<file path="src/core/irq_prio_pkg.sv">
// Purpose: Shared constants for the interrupt priority and source block
// Assumes: 8-bit registers, each on an aligned word of an AXI4-Lite slave
// Notes:   Field positions are bit indices inside their 8-bit register
package irq_prio_pkg;
   // ==========================================================
   // Register offsets (byte addresses)
   localparam int ADDR_W = 8;
   localparam logic [7:0] OFF_PRIO1 = 8'h00;
   localparam logic [7:0] OFF_PRIO2 = 8'h04;
   localparam logic [7:0] OFF_PRIO3 = 8'h08;
   localparam logic [7:0] OFF_RSTCTL = 8'h0C;
   localparam logic [7:0] OFF_CTLA = 8'h10;
   localparam logic [7:0] OFF_CTLB = 8'h14;
   localparam logic [7:0] OFF_CTLC = 8'h18;
   localparam logic [7:0] OFF_STACK = 8'h1C;
   // ==========================================================
   // Reset values and write masks
   localparam logic [7:0] PRIO_RST = 8'hFF;
   localparam logic [7:0] PRIO2_MASK = 8'hEF;
   localparam logic [7:0] RSTCTL_RST = 8'h3C;
   localparam logic [7:0] RSTCTL_WMASK = 8'hB3;
   localparam logic [7:0] CTLA_RST = 8'h00;
   localparam logic [7:0] CTLB_RST = 8'h7F;
   localparam logic [7:0] CTLC_RST = 8'hC0;
   // ==========================================================
   // Field positions
   localparam int RC_PRIO_ON = 7;
   localparam int CA_GIE = 7;
   localparam int CA_GATE = 6;
   localparam int CA_T0EN = 5;
   localparam int CA_X0EN = 4;
   localparam int CA_PBEN = 3;
   localparam int CA_T0FL = 2;
   localparam int CA_X0FL = 1;
   localparam int CA_PBFL = 0;
   localparam int CB_WIDE = 7;
   localparam int CB_EDGE = 3;
   localparam int CB_T0P = 2;
   localparam int CB_X3P = 1;
   localparam int CB_PBP = 0;
   localparam int CC_X2P = 7;
   localparam int CC_X1P = 6;
   localparam int CC_XEN = 3;
   localparam int CC_XFL = 0;
   // ==========================================================
   // Timer-0 wrap points, stack shape, bus answers
   localparam logic [7:0] T0_TOP8 = 8'hFF;
   localparam logic [15:0] T0_TOP16 = 16'hFFFF;
   localparam int STACK_DEPTH = 16;
   localparam int STACK_AW = 4;
   localparam int PC_W = 21;
   localparam logic [1:0] RESP_OKAY = 2'h0;
   localparam logic [1:0] RESP_SLVERR = 2'h2;
endpackage : irq_prio_pkg

</file>
<file path="src/core/irq_prio_ctrl.sv">
// Purpose: Interrupt priority routing, external/timer0/port-B sources
// Assumes: AXI4-Lite register access, sources on clk_sys except pins
// Notes:   Requests and wake are registered, one cycle after cause
// ==========================================================
// What this block does
// - Priority bit one routes high, zero low
// - First priority byte: eight bits, reset one
// - Second priority byte bit four reads zero
// - Second priority byte other bits reset one
// - Third priority byte: eight bits, reset one
// - Reset-control top bit enables two levels
// - Six reset cause flags, bit six zero
// - External pins edge-triggered, selectable edge
// - Edge sets flag regardless of enable
// - Enabled external flag wakes from sleep
// - Vector after wake only with global enable
// - External 1,2,3 priority bit locations
// - External input zero always high priority
// - Timer0 8-bit wrap sets its flag
// - Timer0 16-bit flags only full wrap
// - Timer0 enable and priority bit locations
// - Port-B upper pin change sets flag
// - Taking interrupt pushes PC, saves context
// - Priority bits act only with levels on
// - Single level needs peripheral gate
`timescale 1ns/1ps
`default_nettype none
module irq_prio_ctrl
   import irq_prio_pkg::*;
(
   input wire logic clk_sys, // System clock
   input wire logic srst, // Synchronous reset, high
   input wire logic [ADDR_W-1:0] s_axi_awaddr, // Write address
   input wire logic s_axi_awvalid, // Write address valid
   output logic s_axi_awready, // Write address ready
   input wire logic [31:0] s_axi_wdata, // Write data
   input wire logic [3:0] s_axi_wstrb, // Write byte strobes
   input wire logic s_axi_wvalid, // Write data valid
   output logic s_axi_wready, // Write data ready
   output logic [1:0] s_axi_bresp, // Write response
   output logic s_axi_bvalid, // Write response valid
   input wire logic s_axi_bready, // Write response ready
   input wire logic [ADDR_W-1:0] s_axi_araddr, // Read address
   input wire logic s_axi_arvalid, // Read address valid
   output logic s_axi_arready, // Read address ready
   output logic [31:0] s_axi_rdata, // Read data
   output logic [1:0] s_axi_rresp, // Read response
   output logic s_axi_rvalid, // Read data valid
   input wire logic s_axi_rready, // Read data ready
   input wire logic [3:0] ext_pin, // External interrupt pins 3..0
   input wire logic [3:0] portb_pin, // Port-B pins 7..4
   input wire logic [15:0] timer0_count, // Timer0 high:low count
   input wire logic [23:0] periph_flag, // Peripheral flags
   input wire logic [23:0] periph_enable, // Peripheral enables
   input wire logic [5:0] cause_clear, // Reset cause clear pulses
   input wire logic sleep_mode, // Core in power-managed mode
   input wire logic irq_taken, // Core takes an interrupt
   input wire logic ret_pop, // Core returns from interrupt
   input wire logic [PC_W-1:0] pc_in, // Return address to save
   input wire logic [7:0] working_in, // Working register now
   input wire logic [7:0] status_in, // Status register now
   input wire logic [7:0] bank_in, // Bank select register now
   output logic irq_high, // High priority request
   output logic irq_low, // Low priority request
   output logic wake_req, // Wake the core
   output logic [PC_W-1:0] ret_pc, // Top of return stack
   output logic [7:0] fast_working, // Saved working register
   output logic [7:0] fast_status, // Saved status register
   output logic [7:0] fast_bank // Saved bank select register
);
   // ==========================================================
   // Registers and wires
   logic [7:0] prio1_reg, prio2_reg, prio3_reg, rstctl_reg;
   logic [7:0] ctla_reg, ctlb_reg, ctlc_reg;
   logic [7:0] ctla_next, ctlc_next;
   logic [7:0] pin_s1_reg, pin_s2_reg, pin_last_reg;
   logic [3:0] ext_edge, ext_flag, ext_en, wake_mask_reg;
   logic [15:0] t0_prev_reg;
   logic t0_wrap, pb_change, sleep_d_reg;
   logic [ADDR_W-1:0] aw_addr_reg;
   logic [7:0] w_data_reg;
   logic w_lane_reg, aw_have_reg, w_have_reg, wr_do;
   logic [4:0] sp_reg;
   logic [23:0] per_req, per_pri;
   logic core_hi, core_lo, per_hi, per_lo, prio_on, global_irq_enable, gate;

   // Same word decode for reads and writes
   function automatic logic hit(input logic [ADDR_W-1:0] a,
                                input logic [7:0] off);
      hit = (a[7:2] == off[7:2]);
   endfunction : hit

   function automatic logic mapped(input logic [ADDR_W-1:0] a);
      mapped = hit(a, OFF_PRIO1) || hit(a, OFF_PRIO2) ||
               hit(a, OFF_PRIO3) || hit(a, OFF_RSTCTL) ||
               hit(a, OFF_CTLA) || hit(a, OFF_CTLB) ||
               hit(a, OFF_CTLC) || hit(a, OFF_STACK);
   endfunction : mapped

   function automatic logic wr_to(input logic [7:0] off);
      wr_to = wr_do && w_lane_reg && hit(aw_addr_reg, off);
   endfunction : wr_to

   // ==========================================================
   // AXI4-Lite write channel: address and data in either order
   assign wr_do = aw_have_reg && w_have_reg;

   always_ff @(posedge clk_sys) begin
      if (srst) begin
         s_axi_awready <= 1'b0;
         aw_have_reg <= 1'b0;
         aw_addr_reg <= '0;
      end else if (s_axi_awvalid && s_axi_awready) begin
         s_axi_awready <= 1'b0;
         aw_have_reg <= 1'b1;
         aw_addr_reg <= s_axi_awaddr;
      end else if (wr_do) begin
         aw_have_reg <= 1'b0;
      end else if (!aw_have_reg && !s_axi_bvalid) begin
         s_axi_awready <= 1'b1;
      end
   end

   // Only the low byte lane carries register data
   always_ff @(posedge clk_sys) begin
      if (srst) begin
         s_axi_wready <= 1'b0;
         w_have_reg <= 1'b0;
         w_data_reg <= '0;
         w_lane_reg <= 1'b0;
      end else if (s_axi_wvalid && s_axi_wready) begin
         s_axi_wready <= 1'b0;
         w_have_reg <= 1'b1;
         w_data_reg <= s_axi_wdata[7:0];
         w_lane_reg <= s_axi_wstrb[0];
      end else if (wr_do) begin
         w_have_reg <= 1'b0;
      end else if (!w_have_reg && !s_axi_bvalid) begin
         s_axi_wready <= 1'b1;
      end
   end

   // Response one cycle after both halves are held
   always_ff @(posedge clk_sys) begin
      if (srst) begin
         s_axi_bvalid <= 1'b0;
         s_axi_bresp <= RESP_OKAY;
      end else if (wr_do) begin
         s_axi_bvalid <= 1'b1;
         s_axi_bresp <= mapped(aw_addr_reg) ? RESP_OKAY : RESP_SLVERR;
      end else if (s_axi_bready) begin
         s_axi_bvalid <= 1'b0;
      end
   end

   // ==========================================================
   // AXI4-Lite read channel; reads have no side effects
   always_ff @(posedge clk_sys) begin
      if (srst) begin
         s_axi_arready <= 1'b0;
         s_axi_rvalid <= 1'b0;
         s_axi_rdata <= '0;
         s_axi_rresp <= RESP_OKAY;
      end else if (s_axi_arvalid && s_axi_arready) begin
         s_axi_arready <= 1'b0;
         s_axi_rvalid <= 1'b1;
         s_axi_rresp <= mapped(s_axi_araddr) ? RESP_OKAY : RESP_SLVERR;
         s_axi_rdata <= '0;
         if (hit(s_axi_araddr, OFF_PRIO1)) s_axi_rdata[7:0] <= prio1_reg;
         if (hit(s_axi_araddr, OFF_PRIO2)) s_axi_rdata[7:0] <= prio2_reg;
         if (hit(s_axi_araddr, OFF_PRIO3)) s_axi_rdata[7:0] <= prio3_reg;
         if (hit(s_axi_araddr, OFF_RSTCTL)) s_axi_rdata[7:0] <= rstctl_reg;
         if (hit(s_axi_araddr, OFF_CTLA)) s_axi_rdata[7:0] <= ctla_reg;
         if (hit(s_axi_araddr, OFF_CTLB)) s_axi_rdata[7:0] <= ctlb_reg;
         if (hit(s_axi_araddr, OFF_CTLC)) s_axi_rdata[7:0] <= ctlc_reg;
         if (hit(s_axi_araddr, OFF_STACK)) s_axi_rdata[4:0] <= sp_reg;
      end else if (s_axi_rvalid && s_axi_rready) begin
         s_axi_rvalid <= 1'b0;
      end else if (!s_axi_rvalid) begin
         s_axi_arready <= 1'b1;
      end
   end

   // ==========================================================
   // Priority bytes; bit 4 of the second never stores a one
   always_ff @(posedge clk_sys) begin
      if (srst) begin
         prio1_reg <= PRIO_RST;
         prio2_reg <= PRIO_RST & PRIO2_MASK;
         prio3_reg <= PRIO_RST;
      end else begin
         if (wr_to(OFF_PRIO1)) prio1_reg <= w_data_reg;
         if (wr_to(OFF_PRIO2)) prio2_reg <= w_data_reg & PRIO2_MASK;
         if (wr_to(OFF_PRIO3)) prio3_reg <= w_data_reg;
      end
   end

   // Reset control: level enable, cause flags; hardware clear wins
   always_ff @(posedge clk_sys) begin
      if (srst) begin
         rstctl_reg <= RSTCTL_RST;
      end else begin
         rstctl_reg <= (wr_to(OFF_RSTCTL) ?
                        ((w_data_reg & RSTCTL_WMASK) |
                         (rstctl_reg & ~RSTCTL_WMASK)) : rstctl_reg) &
                       ~{2'b00, cause_clear};
      end
   end

   // Edge selects, timer0 width, and timer0, ext3 and port-B priorities
   always_ff @(posedge clk_sys) begin
      if (srst) begin
         ctlb_reg <= CTLB_RST;
      end else if (wr_to(OFF_CTLB)) begin
         ctlb_reg <= w_data_reg;
      end
   end

   // ==========================================================
   // Pin synchronisers; first stage feeds only the second
   always_ff @(posedge clk_sys) begin
      if (srst) begin
         pin_s1_reg <= '0;
         pin_s2_reg <= '0;
         pin_last_reg <= '0;
      end else begin
         pin_s1_reg <= {portb_pin, ext_pin};
         pin_s2_reg <= pin_s1_reg;
         pin_last_reg <= pin_s2_reg;
      end
   end

   // Per-pin edge select: one picks rising, zero falling
   genvar gi;
   generate
      for (gi = 0; gi < 4; gi++) begin : g_edge
         assign ext_edge[gi] = ctlb_reg[CB_EDGE+gi] ?
            (pin_s2_reg[gi] && !pin_last_reg[gi]) :
            (!pin_s2_reg[gi] && pin_last_reg[gi]);
      end
   endgenerate

   // Any mismatch on the four monitored pins
   assign pb_change = |(pin_s2_reg[7:4] ^ pin_last_reg[7:4]);

   // Timer0 wrap, width chosen by software
   assign t0_wrap = ctlb_reg[CB_WIDE] ?
      (t0_prev_reg == T0_TOP16 && timer0_count == '0) :
      (t0_prev_reg[7:0] == T0_TOP8 && timer0_count[7:0] == '0);

   always_ff @(posedge clk_sys) begin
      if (srst) begin
         t0_prev_reg <= '0;
      end else begin
         t0_prev_reg <= timer0_count;
      end
   end

   // ==========================================================
   // Flag registers: hardware set wins over a software clear
   always_comb begin
      ctla_next = wr_to(OFF_CTLA) ? w_data_reg : ctla_reg;
      ctla_next[CA_X0FL] = ctla_next[CA_X0FL] | ext_edge[0];
      ctla_next[CA_T0FL] = ctla_next[CA_T0FL] | t0_wrap;
      ctla_next[CA_PBFL] = ctla_next[CA_PBFL] | pb_change;
      ctlc_next = wr_to(OFF_CTLC) ? w_data_reg : ctlc_reg;
      ctlc_next[CC_XFL+:3] = ctlc_next[CC_XFL+:3] | ext_edge[3:1];
   end

   always_ff @(posedge clk_sys) begin
      if (srst) begin
         ctla_reg <= CTLA_RST;
         ctlc_reg <= CTLC_RST;
      end else begin
         ctla_reg <= ctla_next;
         ctlc_reg <= ctlc_next;
      end
   end

   // ==========================================================
   // Request routing
   assign ext_flag = {ctlc_reg[CC_XFL+:3], ctla_reg[CA_X0FL]};
   assign ext_en = {ctlc_reg[CC_XEN+:3], ctla_reg[CA_X0EN]};
   assign prio_on = rstctl_reg[RC_PRIO_ON];
   assign global_irq_enable = ctla_reg[CA_GIE];
   assign gate = ctla_reg[CA_GATE];
   assign per_req = periph_flag & periph_enable &
                    {8'hFF, PRIO2_MASK, 8'hFF};
   assign per_pri = {prio3_reg, prio2_reg, prio1_reg};
   assign per_hi = |(per_req & per_pri);
   assign per_lo = |(per_req & ~per_pri);

   // Input zero has no priority bit and always lands high
   always_comb begin
      core_hi = (ext_flag[0] && ext_en[0]) ||
         (ext_flag[1] && ext_en[1] && ctlc_reg[CC_X1P]) ||
         (ext_flag[2] && ext_en[2] && ctlc_reg[CC_X2P]) ||
         (ext_flag[3] && ext_en[3] && ctlb_reg[CB_X3P]) ||
         (ctla_reg[CA_T0FL] && ctla_reg[CA_T0EN] &&
          ctlb_reg[CB_T0P]) ||
         (ctla_reg[CA_PBFL] && ctla_reg[CA_PBEN] &&
          ctlb_reg[CB_PBP]);
      core_lo = (ext_flag[1] && ext_en[1] && !ctlc_reg[CC_X1P]) ||
         (ext_flag[2] && ext_en[2] && !ctlc_reg[CC_X2P]) ||
         (ext_flag[3] && ext_en[3] && !ctlb_reg[CB_X3P]) ||
         (ctla_reg[CA_T0FL] && ctla_reg[CA_T0EN] &&
          !ctlb_reg[CB_T0P]) ||
         (ctla_reg[CA_PBFL] && ctla_reg[CA_PBEN] &&
          !ctlb_reg[CB_PBP]);
   end

   // With levels off, everything goes high; peripherals need the gate
   always_ff @(posedge clk_sys) begin
      if (srst) begin
         irq_high <= 1'b0;
         irq_low <= 1'b0;
      end else if (prio_on) begin
         irq_high <= global_irq_enable && (core_hi || per_hi);
         irq_low <= global_irq_enable && gate && (core_lo || per_lo);
      end else begin
         irq_high <= global_irq_enable && (core_hi || core_lo ||
                     (gate && (per_hi || per_lo)));
         irq_low <= 1'b0;
      end
   end

   // ==========================================================
   // Wake: only sources enabled before sleep began may wake.
   // Vectoring still depends on irq_high/irq_low, which need gie.
   always_ff @(posedge clk_sys) begin
      if (srst) begin
         sleep_d_reg <= 1'b0;
         wake_mask_reg <= '0;
         wake_req <= 1'b0;
      end else begin
         sleep_d_reg <= sleep_mode;
         if (sleep_mode && !sleep_d_reg) begin
            wake_mask_reg <= ext_en;
         end
         wake_req <= sleep_mode && sleep_d_reg &&
                     |(ext_flag & wake_mask_reg);
      end
   end

   // ==========================================================
   // Context save; a push beyond depth is dropped
   always_ff @(posedge clk_sys) begin
      if (srst) begin
         sp_reg <= '0;
         fast_working <= '0;
         fast_status <= '0;
         fast_bank <= '0;
      end else if (irq_taken) begin
         fast_working <= working_in;
         fast_status <= status_in;
         fast_bank <= bank_in;
         if (sp_reg != 5'(STACK_DEPTH)) sp_reg <= sp_reg + 5'h01;
      end else if (ret_pop && sp_reg != '0) begin
         sp_reg <= sp_reg - 5'h01;
      end
   end

   ret_stack_mem u_stack (
      .clk_sys(clk_sys),
      .we(irq_taken && sp_reg != 5'(STACK_DEPTH)),
      .waddr(sp_reg[STACK_AW-1:0]),
      .wdata(pc_in),
      .raddr(4'(sp_reg - 5'h01)),
      .rdata(ret_pc)
   );
endmodule : irq_prio_ctrl
`default_nettype wire

</file>
<file path="src/core/ret_stack_mem.sv">
// Purpose: Return address store for taken interrupts
// Assumes: One write port, one read port, same clock
// Notes:   Read data is registered; it follows raddr one cycle later
`timescale 1ns/1ps
`default_nettype none
module ret_stack_mem
   import irq_prio_pkg::*;
(
   input wire logic clk_sys, // System clock
   input wire logic we, // Write strobe
   input wire logic [STACK_AW-1:0] waddr, // Write slot
   input wire logic [PC_W-1:0] wdata, // Return address in
   input wire logic [STACK_AW-1:0] raddr, // Read slot
   output logic [PC_W-1:0] rdata // Registered read data
);
   logic [PC_W-1:0] mem [STACK_DEPTH];

   // ==========================================================
   // Storage; no reset, contents only matter once pushed
   always_ff @(posedge clk_sys) begin
      if (we) begin
         mem[waddr] <= wdata;
      end
   end

   // Registered read keeps the output straight from a flop
   always_ff @(posedge clk_sys) begin
      rdata <= mem[raddr];
   end
endmodule : ret_stack_mem
`default_nettype wire

</file>
<file path="config.mk">
export PLATFORM = sky130hd
export DESIGN_NAME = irq_prio_ctrl
export DESIGN_NICKNAME = d
export VERILOG_FILES = /design/src/core/irq_prio_pkg.sv /design/src/core/irq_prio_ctrl.sv /design/src/core/ret_stack_mem.sv
export SDC_FILE = /design/constraint.sdc
export NUM_CORES = 1
export LEC_CHECK = 0
export ABC_AREA = 1
export BUFFER_PORTS_ARGS = -buffer_cell sky130_fd_sc_hd__buf_2
export CAP_MARGIN = 30
export CORE_ASPECT_RATIO = 1.4
export CORE_MARGIN = 2
export CORE_UTILIZATION = 28
export CTS_CLUSTER_DIAMETER = 60
export DETAILED_ROUTE_END_ITERATION = 12
export PLACE_DENSITY_LB_ADDON = 0.15
export REMOVE_ABC_BUFFERS = 1
export SYNTH_ARGS = -nofsm -noshare
export SYNTH_HDL_FRONTEND = slang
export SYNTH_SLANG_ARGS = --single-unit
</file>
<file path="constraint.sdc">
create_clock -name clk_sys -period 4.7 [get_ports clk_sys]
set_clock_uncertainty 0.05 [all_clocks]
set_input_delay 1.41 -clock clk_sys [delete_from_list [all_inputs] [get_ports clk_sys]]
set_output_delay 1.41 -clock clk_sys [all_outputs]
set_load 0.02 [all_outputs]
</file>
==> run metrics, run 1 <==
post-synthesis cell area=about 21000 sq um; Clock Latency Late Sink=around 0.63 ns; FFs w/ async S/R, synth=0; GPL Wtd Cong=between 0.8 and 0.9; Final Util=0.3342; I/O pins=roughly 270; HPWL after detailed placement=36400 microns; Post-synth EDFFs=~340; register area share after synthesis=0.6643; share of cells above drive strength 1=0.1822; placed cell areas=approximately 23000 sq um; min-delay worst type=reg2reg; met2 Use GR=0.2721; Longest Clk Path Bufs=3; PD cells=453.4 nW/um^2; Min Clock Period, post-route=~3 ns; DRT Wirelength=around 60000 microns; port buffer count=214; f_max=between 300 and 400 MHz; GR Util met3=0.03125; Initial Utilization=0.2814; count of different cell masters after synthesis=54; status=completed; die width=234.0 microns; CTS tree=built; Max-Cap Viols=0; Crit path largest cell delay=roughly 0.77 ns; crit path launch=sp_reg[0]; Mapped Cells=roughly 1900; FP Rows=approximately 120; GR peak layer=met2; crit path kind=reg2reg; Slew HR=0.3559; Worst-Margin Slew=~0.97 ns; Post-CTS Hold Fix Bufs=0; Initial DRC Count=~770; number of buffers created by CTS=57; maximum VDD drop=approximately 0.0003 V; FF-to-FF Start=sp_reg[0]; postcts setup bufs=0; Main synth FF type=edfxtp_1; post-CTS sizing=0; final cycle utilization of the critical path=0.6390; die height=approximately 330 microns; DRC Markers=0; Pre-antenna DRT Iters=5; core footprint=~74000 sq um; GRT met1 Usage=0.1806; number of flip-flops in the largest register=approximately 340; layout filler cell count=7500; Worst EP required=around 5.2 ns; vias in the first global route=approximately 14000; H-Tree Level Count=2; yosys warns=0; antenna violations before repair=8; Final ANT Viol Nets=0; flops & latches, synth=520; crit path cell chain=inv_4 > ha_4 > buf_4 > o21ai_0 > o221ai_1 > o211ai_1 > nand2_1; Buffers & Inverters on Critical Path=2; Clk pin slew, worst setup/hold paths=approximately 0.060 ns; Layout Nets=approximately 2200; Area Growth Syn to Fin=18.76%; Slowest cell on crit path=ha_4; Final Hold Vio Count=0; RSZ-0062 raised after global routing=false; root buffer cell=clkbuf_16; clock sinks=520; CP max FO=around 80; Syn Area/Cell=around 11 sq um; full die area=76280 sq um; WL/cell=between 15 and 20 microns; commonest non-fill, non-tap cell in the layout=edfxtp_1; Worst setup SP type=flop; hold_sp=pin_s1_reg[3]; gr ovfl total=0; Final Instance Area=roughly 25000 sq um; via count=about 14000; Data arrival, critical path=3.53 ns; GRT Total Usage=0.1533; static leakage=between 9 and 10 nW; first-pass GRT wire length=88130 microns; largest net degree at the start of global routing=about 170; most frequent cells in the layout=336 x edfxtp_1, 330 x nor2_1, 214 x buf_2; vias per cell=4.676; Final Slew Violations=0; final setup fails=0; CP Capture Type=flop; CP top delay family=buffers and inverters
## area by class of cell
| class | instances | area [sq um] | area share |
|---|---|---|---|
| sequential | 520 | 13780 | 0.5595 |
| clock inverter | 28 | 314.1 | 0.01275 |
| clock buffer | 76 | 1548 | 0.06285 |
| multi-input combinational | 1095 | 5917 | 0.2403 |
| inverter | 141 | 539.3 | 0.02190 |
| tap | 960 | 1201 | 0.04878 |
| timing repair buffer | 242 | 1319 | 0.05355 |
| antenna | 4 | 10.01 | 0.0004065 |
## logic make-up (layout without fill, tap and decap cells)
logic type	count (synthesis)	count (layout)	synth area share
buffers and inverters	263	487	0.05853
multiplexers	42	42	0.02028
flip-flops	520	520	0.6643
other	1	30	0.0001809
AO/OA/AOI/OAI	395	395	0.1235
XOR/XNOR	7	7	0.002957
adder cells (fa/ha/maj)	4	4	0.002414
AND/OR/NAND/NOR	621	621	0.1279
## cell usage after synthesis, types with 3 or more instances
master	instances	share of area
a21oi_1	50	0.012
buf_1	5	0.00091
buf_2	35	0.0084
buf_4	37	0.013
buf_6	5	0.0027
clkbuf_1	40	0.0072
dfxtp_1	184	0.18
edfxtp_1	336	0.49
ha_1	4	0.0024
inv_1	132	0.024
inv_2	6	0.0011
mux2i_1	42	0.020
nand2_1	152	0.028
nand2_2	4	0.0012
nand2_4	5	0.0027
nand3_1	69	0.017
nand4_1	16	0.0048
nor2_1	340	0.062
nor2_2	4	0.0012
nor2_4	3	0.0016
nor3_1	12	0.0029
nor4_1	4	0.0012
o211ai_1	69	0.025
o211ai_2	3	0.0018
o21ai_0	163	0.039
o221ai_1	42	0.018
o22ai_1	7	0.0021
o31ai_1	6	0.0022
o32ai_1	42	0.018
xor2_1	6	0.0025
## power by group
group          switching (mW)  total [mW]  leakage [nW]  internal, mW
clock                    1.88        4.47         0.901          2.59
sequential             0.0840        5.17          4.55          5.09
combinational            1.05        1.52          4.05         0.469
total                    3.02        11.2          9.50          8.15
## final timing paths
| check | to | slack, ns | depth (start not counted) |
|---|---|---|---|
| worst min-delay path | pin_s2_reg[3] | 0.35 | 2 |
| worst min register to register | pin_s2_reg[3] | 0.35 | 2 |
| worst max register to register | u_stack.rdata[0] | 1.70 | 7 |
| worst max-delay path | u_stack.rdata[0] | 1.70 | 7 |
## per-layer routing
layer  share of wire  vias to the layer above
met4           0.031                        6
li1                -                     6952
met2            0.51                      309
met3           0.048                      108
met5         0.00058                        -
met1            0.41                     6962
## per-stage QoR
stage               hold WS [ns]  instances  total power, mW  setup TNS [ns]  worst slack [ns]
floorplan                 0.3383       1756            6.161        -1220.29            -4.415
global placement          0.3409       2958            6.814               0             1.078
detailed placement        0.3441       2958            6.839               0            0.9760
CTS                       0.3524       3062            11.38               0             1.579
global route              0.3624       3066            11.66               0             1.411
finish                    0.3486       3066            11.17               0             1.697
## worst register-to-register path, delay by kind of cell (launching register included)
family / cells / cell delay, ns
buffers and inverters: 2 / 1.09
adders and majority gates: 1 / 0.78
AOI/OAI and AO/OA: 3 / 0.56
DFF: 1 / 0.36
and+or+nand+nor: 1 / 0.12
No activity file was read; power rests on OpenSTA's default activity.
==> inputs of run 2 (changes only) <==
==> constraint.sdc (replaced) <==
create_clock -name clk_sys -period 2.9 [get_ports clk_sys]
set_clock_uncertainty 0.05 [all_clocks]
set_input_delay 0.87 -clock clk_sys [delete_from_list [all_inputs] [get_ports clk_sys]]
set_output_delay 0.87 -clock clk_sys [all_outputs]
set_load 0.02 [all_outputs]
==> run 2 against run 1 <==
Via count up 0.27%. Highest routed layer unchanged. Register-to-register slack worse by 1.2 ns. Critical path type unchanged. Sequential cell count is the same. Cell count is 0.52% higher.
==> run metrics, run 2 (synthesis results as in run 1) <==
number of buffers created by CTS=between 50 and 60; crit path kind=reg2reg; CTS tree=built; commonest non-fill, non-tap cell in the layout=edfxtp_1; maximum VDD drop=roughly 0.00047 V; full die area=around 76000 sq um; Longest Clk Path Bufs=3; HPWL after detailed placement=37420 microns; vias per cell=4.665; FF-to-FF Start=sp_reg[1]; static leakage=approximately 9.7 nW; final hold slack=about 0.34 ns; GR peak layer=met2; Pre-antenna DRT Iters=5; share of cells above drive strength 1=0.1952; PD cells=~730 nW/um^2; die width=~230 microns; hold_sp=pin_s1_reg[1]; Final Instance Area=between 20000 and 25000 sq um; Final ANT Viol Nets=0; placed cell areas=about 23000 sq um; status=completed; FP Rows=118; layout filler cell count=7449; die height=326.0 microns; Data arrival, critical path=between 2 and 3 ns; Layout Nets=between 2000 and 2500; setup TNS=0 ns; number of flip-flops in the largest register=approximately 340; Final Slew Violations=0; GRT met1 Usage=0.1776; final setup fails=0; GPL Wtd Cong=approximately 0.85; Initial Utilization=0.2814; f_max=around 420 MHz; met2 Use GR=0.2731; Slew HR=0.5355; port buffer count=between 200 and 250; Worst EP required=roughly 3.1 ns; vias in the first global route=roughly 14000; min-delay worst type=reg2reg; Max-Cap Viols=0; Initial DRC Count=a little under 800; antenna violations before repair=7; H-Tree Level Count=2; CP Capture Type=flop; GRT Total Usage=0.1519; crit path launch=sp_reg[1]; root buffer cell=clkbuf_16; DRC Markers=0; Area Growth Syn to Fin=20.30%; DRT Wirelength=slightly below 60000 microns; post-CTS sizing=0; most frequent cells in the layout=336 x edfxtp_1, 330 x nor2_1, 214 x buf_2; largest net degree at the start of global routing=127; Worst-Margin Slew=between 0.6 and 0.7 ns; CP max FO=17; Min Clock Period, post-route=between 2 and 2.5 ns; Clk pin slew, worst setup/hold paths=about 0.060 ns; Clock Latency Late Sink=0.64 ns; Final Hold Vio Count=0; Post-CTS Hold Fix Bufs=0; first-pass GRT wire length=87350 microns; core footprint=about 74000 sq um; Worst setup SP type=flop; gr ovfl total=0; via count=14376; postcts setup bufs=0; WL/cell=about 19 microns; RSZ-0062 raised after global routing=false; Final Util=0.3386; final cycle utilization of the critical path=0.8149; GR Util met3=0.03248; clock sinks=between 500 and 600; I/O pins=roughly 270
run 2: cell types whose count changed in the layout (fill, tap and decap cells not counted), sizes merged:
cell,delta
inv,+1
clkinv,+1
buf,+21
bufinv,-2
clkinvlp,-1
diode,-3
clkbuf,-1
run 2: where the power goes:
| part | switching, mW | internal [mW] |
|---|---|---|
| Clock | 3.11 | 4.14 |
| Combinational | 1.71 | 0.831 |
| Sequential | 0.130 | 8.24 |
run 2: through the flow:
stage	cells	worst slack (ns)	power, mW
floorplan	1756	-6.215	9.985
global placement	2979	0.3817	11.11
detailed placement	2979	0.3902	11.14
CTS	3081	0.5149	18.50
global route	3082	0.3576	18.94
finish	3082	0.5369	18.16
run 2: worst max-delay path, stage by stage (launching register included):
cell     delay [ns]
dfxtp_1        0.44
inv_1          0.16
ha_4           0.19
inv_1          0.18
nor2_4         0.08
inv_2          0.07
o21ai_4        0.12
inv_1          0.10
nand2_1        0.15
nor2_2         0.14
buf_4          0.33
run 2: per-layer routing:
metal	wire (microns)	vias to the layer above
met5	72	-
met4	1739	10
met3	2654	105
met2	30020	305
met1	24060	6969
li1	-	6987
run 2: path summary, 6_finish.rpt:
kind | cells after the start | to | slack, ns
worst max-delay path | 10 | u_stack.mem[1][3] | 0.54
worst min-delay path | 2 | pin_s2_reg[1] | 0.34
worst max register to register | 10 | u_stack.mem[1][3] | 0.54
worst min register to register | 2 | pin_s2_reg[1] | 0.34
run 2: cell type report:
| class | count | area (sq um) | share of cell area |
|---|---|---|---|
| Sequential cell | 520 | 13780 | 0.5523 |
| Multi-Input combinational cell | 1095 | 5917 | 0.2372 |
| Timing Repair Buffer | 263 | 1614 | 0.06471 |
| Clock buffer | 75 | 1580 | 0.06335 |
| Tap cell | 960 | 1201 | 0.04815 |
| Inverter | 141 | 539.3 | 0.02162 |
| Clock inverter | 27 | 312.8 | 0.01254 |
| Antenna cell | 1 | 2.502 | 0.0001003 |
